File: src/logic/gpfgh_pkg.sv
// gpfgh_pkg: constants and carrier types for the three-port parallel I/O block.
// assumes an APB slave with 32-bit data; register byte address is four times the index.
package gpfgh_pkg;

  // ----------------------------------------------------------------------
  // bus geometry
  // ----------------------------------------------------------------------
  localparam int ADDR_W = 12;
  localparam int DATA_W = 32;
  localparam int STRB_W = 4;
  localparam int IDX_W  = 8;

  // ----------------------------------------------------------------------
  // register indices and byte addresses
  // ----------------------------------------------------------------------
  localparam logic [IDX_W-1:0] IDX_TIMER_DATA = 8'h09;
  localparam logic [IDX_W-1:0] IDX_KPA_DATA   = 8'h0A;
  localparam logic [IDX_W-1:0] IDX_KPB_DATA   = 8'h0B;
  localparam logic [IDX_W-1:0] IDX_TIMER_DIR  = 8'h10;
  localparam logic [IDX_W-1:0] IDX_KPA_DIR    = 8'h11;
  localparam logic [IDX_W-1:0] IDX_KPB_DIR    = 8'h12;

  localparam logic [ADDR_W-1:0] ADDR_TIMER_DATA = {2'h0, IDX_TIMER_DATA, 2'h0};
  localparam logic [ADDR_W-1:0] ADDR_KPA_DATA   = {2'h0, IDX_KPA_DATA, 2'h0};
  localparam logic [ADDR_W-1:0] ADDR_KPB_DATA   = {2'h0, IDX_KPB_DATA, 2'h0};
  localparam logic [ADDR_W-1:0] ADDR_TIMER_DIR  = {2'h0, IDX_TIMER_DIR, 2'h0};
  localparam logic [ADDR_W-1:0] ADDR_KPA_DIR    = {2'h0, IDX_KPA_DIR, 2'h0};
  localparam logic [ADDR_W-1:0] ADDR_KPB_DIR    = {2'h0, IDX_KPB_DIR, 2'h0};

  // ----------------------------------------------------------------------
  // port widths and field positions
  // ----------------------------------------------------------------------
  localparam int F_W        = 7;
  localparam int G_W        = 3;
  localparam int H_W        = 2;
  localparam int TA_N       = 4;
  localparam int TB_N       = 2;
  localparam int TA_PIN_LSB = 0;
  localparam int TB_PIN_LSB = 4;
  localparam int KBI_W      = 5;
  localparam int KBI_G_LSB  = 0;
  localparam int KBI_H_LSB  = 3;

  // ----------------------------------------------------------------------
  // values after reset
  // ----------------------------------------------------------------------
  localparam logic [F_W-1:0]    DIR_F_RST  = 7'h00;
  localparam logic [G_W-1:0]    DIR_G_RST  = 3'h0;
  localparam logic [H_W-1:0]    DIR_H_RST  = 2'h0;
  localparam logic [DATA_W-1:0] RDATA_RST  = 32'h00000000;

  // ----------------------------------------------------------------------
  // carrier types
  // ----------------------------------------------------------------------
  typedef struct packed {
    logic [F_W-1:0] f;
    logic [G_W-1:0] g;
    logic [H_W-1:0] h;
  } gpfgh_pins_type;

  // element 0 of timer A is channel 2; element 0 of timer B is channel 0
  typedef struct packed {
    logic [TA_N-1:0][1:0] aEls;
    logic [TB_N-1:0][1:0] bEls;
    logic [TA_N-1:0]      aOut;
    logic [TA_N-1:0]      aOe;
    logic [TB_N-1:0]      bOut;
    logic [TB_N-1:0]      bOe;
  } gpfgh_timer_type;

  localparam gpfgh_pins_type PINS_RST = '0;

endpackage : gpfgh_pkg

File: src/logic/gpfgh_ports.sv
// gpfgh_ports: data latches, direction registers and pin muxing for the
// seven-pin timer port and the three-pin and two-pin keypad ports, on APB.
// assumes timer channel and keypad logic sit outside and drive the override inputs.
//
// Implementation choice: the APB slave port.
`timescale 1ns/1ps

module gpfgh_ports
  import gpfgh_pkg::*;
(
  input  wire logic              clk,
  input  wire logic              resetn,
  input  wire logic              psel,
  input  wire logic              penable,
  input  wire logic              pwrite,
  input  wire logic [ADDR_W-1:0] paddr,
  input  wire logic [DATA_W-1:0] pwdata,
  input  wire logic [STRB_W-1:0] pstrb,
  output      logic [DATA_W-1:0] prdata,
  output      logic              pready,
  output      logic              pslverr,
  input  wire gpfgh_pins_type    pinIn,
  output      gpfgh_pins_type    pinOut,
  output      gpfgh_pins_type    pinOe,
  input  wire gpfgh_timer_type   timerIn,
  input  wire logic [KBI_W-1:0]  keypadIrqEnable
);

  // ----------------------------------------------------------------------
  // storage
  // ----------------------------------------------------------------------
  logic [F_W-1:0]    timerPortData_q;
  logic [G_W-1:0]    keypadPortAData_q;
  logic [H_W-1:0]    keypadPortBData_q;
  logic [F_W-1:0]    timerPortDir_q;
  logic [G_W-1:0]    keypadPortADir_q;
  logic [H_W-1:0]    keypadPortBDir_q;
  logic [DATA_W-1:0] prdata_q;
  logic              pready_q;
  logic              pslverr_q;
  gpfgh_pins_type    pinOut_q;
  gpfgh_pins_type    pinOe_q;

  // ----------------------------------------------------------------------
  // apb decode
  // ----------------------------------------------------------------------
  wire setupPhase   = psel & ~penable;
  wire accessDone   = psel & penable & pready_q;
  wire hitTimerData = (paddr == ADDR_TIMER_DATA);
  wire hitKpaData   = (paddr == ADDR_KPA_DATA);
  wire hitKpbData   = (paddr == ADDR_KPB_DATA);
  wire hitTimerDir  = (paddr == ADDR_TIMER_DIR);
  wire hitKpaDir    = (paddr == ADDR_KPA_DIR);
  wire hitKpbDir    = (paddr == ADDR_KPB_DIR);
  wire addrMapped   = hitTimerData | hitKpaData | hitKpbData |
                      hitTimerDir | hitKpaDir | hitKpbDir;
  // only byte lane 0 carries register bits
  wire writeLow     = accessDone & pwrite & pstrb[0];
  wire wrTimerData  = writeLow & hitTimerData;
  wire wrKpaData    = writeLow & hitKpaData;
  wire wrKpbData    = writeLow & hitKpbData;
  wire wrTimerDir   = writeLow & hitTimerDir;
  wire wrKpaDir     = writeLow & hitKpaDir;
  wire wrKpbDir     = writeLow & hitKpbDir;

  // ----------------------------------------------------------------------
  // pin ownership by timers and keypad
  // ----------------------------------------------------------------------
  logic [TA_N-1:0] timerAOwn;
  logic [TB_N-1:0] timerBOwn;

  genvar ga;
  generate
    for (ga = 0; ga < TA_N; ga++)
    begin : g_ta_own
      assign timerAOwn[ga] = |timerIn.aEls[ga];
    end
  endgenerate

  genvar gb;
  generate
    for (gb = 0; gb < TB_N; gb++)
    begin : g_tb_own
      assign timerBOwn[gb] = |timerIn.bEls[gb];
    end
  endgenerate

  wire [F_W-1:0] timerOwnF = {1'b0, timerBOwn, timerAOwn};
  wire [F_W-1:0] timerOutF = {1'b0, timerIn.bOut, timerIn.aOut};
  wire [F_W-1:0] timerOeF  = {1'b0, timerIn.bOe, timerIn.aOe};
  wire [G_W-1:0] keypadG   = keypadIrqEnable[KBI_G_LSB +: G_W];
  wire [H_W-1:0] keypadH   = keypadIrqEnable[KBI_H_LSB +: H_W];

  // ----------------------------------------------------------------------
  // driver enables and output levels
  // ----------------------------------------------------------------------
  // timer and keypad port drivers
  wire [F_W-1:0] oeF_d  = (timerOwnF & timerOeF) | (~timerOwnF & timerPortDir_q);
  wire [F_W-1:0] valF_d = (timerOwnF & timerOutF) | (~timerOwnF & timerPortData_q);
  wire [G_W-1:0] oeG_d  = keypadPortADir_q & ~keypadG;
  wire [H_W-1:0] oeH_d  = keypadPortBDir_q & ~keypadH;

  // undriven pins show 0 so an unknown latch value reaches pinOut only on a driven pin
  gpfgh_pins_type pinOe_d;
  gpfgh_pins_type pinOut_d;
  assign pinOe_d.f  = oeF_d;
  assign pinOe_d.g  = oeG_d;
  assign pinOe_d.h  = oeH_d;
  assign pinOut_d.f = oeF_d & valF_d;
  assign pinOut_d.g = oeG_d & keypadPortAData_q;
  assign pinOut_d.h = oeH_d & keypadPortBData_q;

  // ----------------------------------------------------------------------
  // read selection
  // ----------------------------------------------------------------------
  // timer and keypad port read sources
  wire [F_W-1:0] readF = (timerPortDir_q & timerPortData_q) | (~timerPortDir_q & pinIn.f);
  wire [G_W-1:0] readG = (keypadPortADir_q & keypadPortAData_q) |
                         (~keypadPortADir_q & pinIn.g);
  wire [H_W-1:0] readH = (keypadPortBDir_q & keypadPortBData_q) |
                         (~keypadPortBDir_q & pinIn.h);

  wire [DATA_W-1:0] prdata_d =
      hitTimerData ? {{(DATA_W-F_W){1'b0}}, readF} :
      hitKpaData   ? {{(DATA_W-G_W){1'b0}}, readG} :
      hitKpbData   ? {{(DATA_W-H_W){1'b0}}, readH} :
      hitTimerDir  ? {{(DATA_W-F_W){1'b0}}, timerPortDir_q} :
      hitKpaDir    ? {{(DATA_W-G_W){1'b0}}, keypadPortADir_q} :
      hitKpbDir    ? {{(DATA_W-H_W){1'b0}}, keypadPortBDir_q} :
                     RDATA_RST;

  // ----------------------------------------------------------------------
  // data latches
  // ----------------------------------------------------------------------
  // latches without reset
  always_ff @(posedge clk)
  begin
    if (wrTimerData) timerPortData_q <= pwdata[F_W-1:0];
    if (wrKpaData) keypadPortAData_q <= pwdata[G_W-1:0];
    if (wrKpbData) keypadPortBData_q <= pwdata[H_W-1:0];
  end

  // ----------------------------------------------------------------------
  // direction registers
  // ----------------------------------------------------------------------
  // direction reset and write
  always_ff @(posedge clk or negedge resetn)
  begin
    if (!resetn)
    begin
      timerPortDir_q   <= DIR_F_RST;
      keypadPortADir_q <= DIR_G_RST;
      keypadPortBDir_q <= DIR_H_RST;
    end
    else
    begin
      if (wrTimerDir) timerPortDir_q <= pwdata[F_W-1:0];
      if (wrKpaDir) keypadPortADir_q <= pwdata[G_W-1:0];
      if (wrKpbDir) keypadPortBDir_q <= pwdata[H_W-1:0];
    end
  end

  // ----------------------------------------------------------------------
  // apb answer and pin flops
  // ----------------------------------------------------------------------
  always_ff @(posedge clk or negedge resetn)
  begin
    if (!resetn)
    begin
      pready_q  <= 1'b0;
      pslverr_q <= 1'b0;
      prdata_q  <= RDATA_RST;
      pinOut_q  <= PINS_RST;
      pinOe_q   <= PINS_RST;
    end
    else
    begin
      pready_q  <= setupPhase;
      pslverr_q <= setupPhase & ~addrMapped;
      prdata_q  <= (setupPhase & ~pwrite) ? prdata_d : RDATA_RST;
      pinOut_q  <= pinOut_d;
      pinOe_q   <= pinOe_d;
    end
  end

  assign prdata  = prdata_q;
  assign pready  = pready_q;
  assign pslverr = pslverr_q;
  assign pinOut  = pinOut_q;
  assign pinOe   = pinOe_q;
endmodule : gpfgh_ports

File: config.mk
export PLATFORM = sky130hd
export DESIGN_NAME = gpfgh_ports
export DESIGN_NICKNAME = d
export VERILOG_FILES = /design/src/logic/gpfgh_pkg.sv /design/src/logic/gpfgh_ports.sv
export SDC_FILE = /design/constraint.sdc
export NUM_CORES = 1
export LEC_CHECK = 0
export ABC_AREA = 1
export BUFFER_PORTS_ARGS = -buffer_cell sky130_fd_sc_hd__buf_2
export CAP_MARGIN = 20
export CELL_PAD_IN_SITES_DETAIL_PLACEMENT = 0
export CELL_PAD_IN_SITES_GLOBAL_PLACEMENT = 1
export CORE_ASPECT_RATIO = 0.7
export CORE_MARGIN = 1
export CORE_UTILIZATION = 32
export DETAILED_ROUTE_END_ITERATION = 12
export GPL_TIMING_DRIVEN = 0
export PLACE_DENSITY_LB_ADDON = 0.1
export SLEW_MARGIN = 20
export SYNTH_ARGS = -nofsm -noshare
export SYNTH_HDL_FRONTEND = slang
export SYNTH_SLANG_ARGS = --single-unit
File: constraint.sdc
create_clock -name clk -period 1.6 [get_ports clk]
set_input_delay 0.16 -clock clk [delete_from_list [all_inputs] [get_ports clk]]
set_output_delay 0.16 -clock clk [all_outputs]
set_load 0.05 [all_outputs]
==> reports/qor.txt <==
Leak pwr: 2.136 nW
Final count of pins violating max slew: 0
Io pins: 152
Most common cell after layout, fill and taps aside: buf_2
Final setup viols: 0
Layout area overhead: 40.14%
Fraction of layout instances using a drive strength above 1: 0.4199
Total Wirelength: 6352 um
N_diodes: 0
Worst-path cell chain: nand3_1 -> nor2_4 -> inv_1 -> nor3_4
CTS Sinks: 57
H-Tree Depth: 3
Pin count of the biggest net entering global routing: 46
Site Rows: 28
Die H: 79.90 um
Combinational share of power: 0.126
Fill count: 840
Initial DRT Pass Iterations: 6
Run status: finished, final reports clean
Yosys warns: 0
Power consumption: 3.997 mW
Switching power: 0.9745 mW
Seq pwr share: 0.379
Root Buffer: clkbuf_16
Placed wire-length estimate: 4925 um
Worst-Skew Late Latency: 0.32 ns
Seq/Total Area, Yosys: 0.5359
CP Buf/Inv Count: 1
Vias in the first global route: 2123
CP Data Required Time: 1.59 ns
Global route total overflow: 0
Fmax: 698.9 MHz
Total CTS buffers: 9
Longest Clk Path Bufs: 2
Via count: 2232
CTS tree: yes
Post-DR wirelength/cell: 11.28 um
Mapped Area: 2774 um2
Critical Path End Type: flop
Gr usage total: 0.1521
Most frequent cells in the layout: buf_2 (97), nand2_1 (63), dfrtp_1 (44)
Setup TNS: 0 ns
Setup Buffers After CTS: 0
Min Hold Slack: 0.01099 ns
Via-to-Cell Ratio: 3.964
CP top delay family: simple AND/OR/NAND/NOR gates
Slowest stage delay, CP: 0.35 ns
Crit-path slowest cell: dfrtp_2
Die Wd: 113.3 um
Final #Nets: 532
Maximum vdd ir drop: 358.4 uV
Core Region: 8443 um2
First-pass GRT wire length: 10290 um
Worst slew pin tran: 0.5942 ns
ANT nets after route: 0
Avg Inst Size Synth: 9.216 um2
Cell-internal power: 3.023 mW
Power per Cell Area: 1028 nW/um2
CP startpoint kind: flop
Clock power frac: 0.495
Final Skew: 0.005566 ns
Synth Instances: 301
Rel. slew slack: 0.6039
Clock slew at reported path FFs: 0.05 ns
Switching share of total power: 0.2438
Final period util: 0.8943
Initial core utilization: 0.3285
Critical Path AT: 1.42 ns
FF+latch count, synth: 57
Distinct cells, synth: 26
Number of remaining DRC errors: 0
Period minus WS final: 1.431 ns
WS Path Type: flop to flop
Total of max-cap violations: 0
Fin. Hold Viols: 0
RSZ-0062 raised after global routing: no
Worst hold-check path type: input port to flop
Initial antenna violation count: 0
GPL Wtd Cong: 0.7838
Total die area: 9051 um2
CP Max Fanout: 4
IO Port Bufs: 98
DRT iter0 DRCs: 64
## state kept, by name (all words and copies together) (netlist names)
name               flops
keypadPortAData_q      3
keypadPortADir_q       3
keypadPortBData_q      2
keypadPortBDir_q       2
pinOe                 12
pinOut                12
prdata                 7
pready                 1
pslverr                1
timerPortData_q        7
timerPortDir_q         7
## metal layers
metal / routed length [um] / GRT usage / up-vias
li1: - / - / 1175
met1: 3206 / 0.2095 / 971
met4: 23 / 0.04342 / 0
met5: 0 / 0 / -
met2: 2618 / 0.2209 / 84
met3: 503 / 0.05771 / 2
## stage by stage
step             util  setup slack, ns  instances  instance area (um2)
2_1_floorplan       -          0.02555        325                 2868
3_3_place_gp   0.4155          -0.2772        543                 3508
3_5_place_dp   0.4155          -0.2670        543                 3508
4_1_cts        0.4576          0.02735        562                 3864
5_1_grt        0.4604          0.08370        563                 3887
6_report       0.4604           0.1692        563                 3887
## power groups by stage
stage	clock [mW]	sequential, mW	combinational [mW]
global placement	0	1.54	0.495
detailed placement	0	1.54	0.498
floorplan	0	1.62	0.258
CTS	2.03	1.51	0.505
finish	1.98	1.51	0.504
global route	2.12	1.51	0.546
## repair_timing
action | in CTS | in global routing
gates resized for setup | 3 | 2
hold buffers | 3 | 1
gates cloned | 0 | 0
hold endpoints to repair | 5 | 45
endpoints found under the setup margin | 10 | 3
pin swaps | 0 | 1
## cell usage after synthesis
master,number,share of area
mux2_4,1,0.0054
o21ai_0,11,0.020
clkinv_2,1,0.0018
buf_4,25,0.068
a21oi_2,5,0.016
nor3_1,4,0.0072
nor2_1,29,0.039
edfxtp_1,12,0.13
o21ai_1,9,0.016
nand4_2,1,0.0045
nand2_1,63,0.085
buf_6,1,0.0041
nand3_2,1,0.0036
inv_2,7,0.0095
nand2_2,6,0.014
nor2_2,4,0.0090
nor2_8,1,0.0072
mux2_2,10,0.041
nor2_4,4,0.016
dfrtp_1,45,0.41
inv_1,38,0.051
conb_1,1,0.0014
nand2_4,2,0.0081
nor4_1,1,0.0023
nand3_1,9,0.016
a21oi_1,10,0.018
## worst paths after layout
path | start | end | slack [ns] | cells after the start
max reg2reg | pready | keypadPortAData_q[0] | 0.17 | 4
min | keypadIrqEnable[0] | pinOut[2] | 0.01 | 2
min reg2reg | timerPortData_q[6] | pinOut[11] | 0.45 | 2
max in group asynchronous | resetn | pready | 0.77 | 2
min in group asynchronous | resetn | pinOe[1] | 0.39 | 2
max | pready | keypadPortAData_q[0] | 0.17 | 4
## worst reg2reg max path: stages (launching register included)
cell and delay (ns):
dfrtp_2 0.35, nand3_1 0.11, nor2_4 0.18, inv_1 0.15, nor3_4 0.31
## cell families (layout without fill, tap and decap cells)
logic type | count (synthesis) | in the layout | synth area share
AOI/OAI and AO/OA | 35 | 35 | 0.06991
buffers and inverters | 72 | 190 | 0.1344
DFF | 57 | 57 | 0.5359
muxes | 11 | 11 | 0.04601
other | 1 | 25 | 0.001352
and+or+nand+nor | 125 | 125 | 0.2124
## layout make-up
| type | instances | area [um2] | area share |
|---|---|---|---|
| inverters | 46 | 173.9 | 0.04474 |
| flip-flops and latches | 57 | 1488 | 0.3827 |
| multi-input cells | 196 | 1031 | 0.2652 |
| repair buffers | 102 | 533.0 | 0.1371 |
| plain buffers | 26 | 198.9 | 0.05117 |
| clock inverters | 6 | 83.83 | 0.02156 |
| clock buffers | 10 | 229.0 | 0.05890 |
| well taps | 120 | 150.1 | 0.03862 |
(Power assumes the default switching activity.)
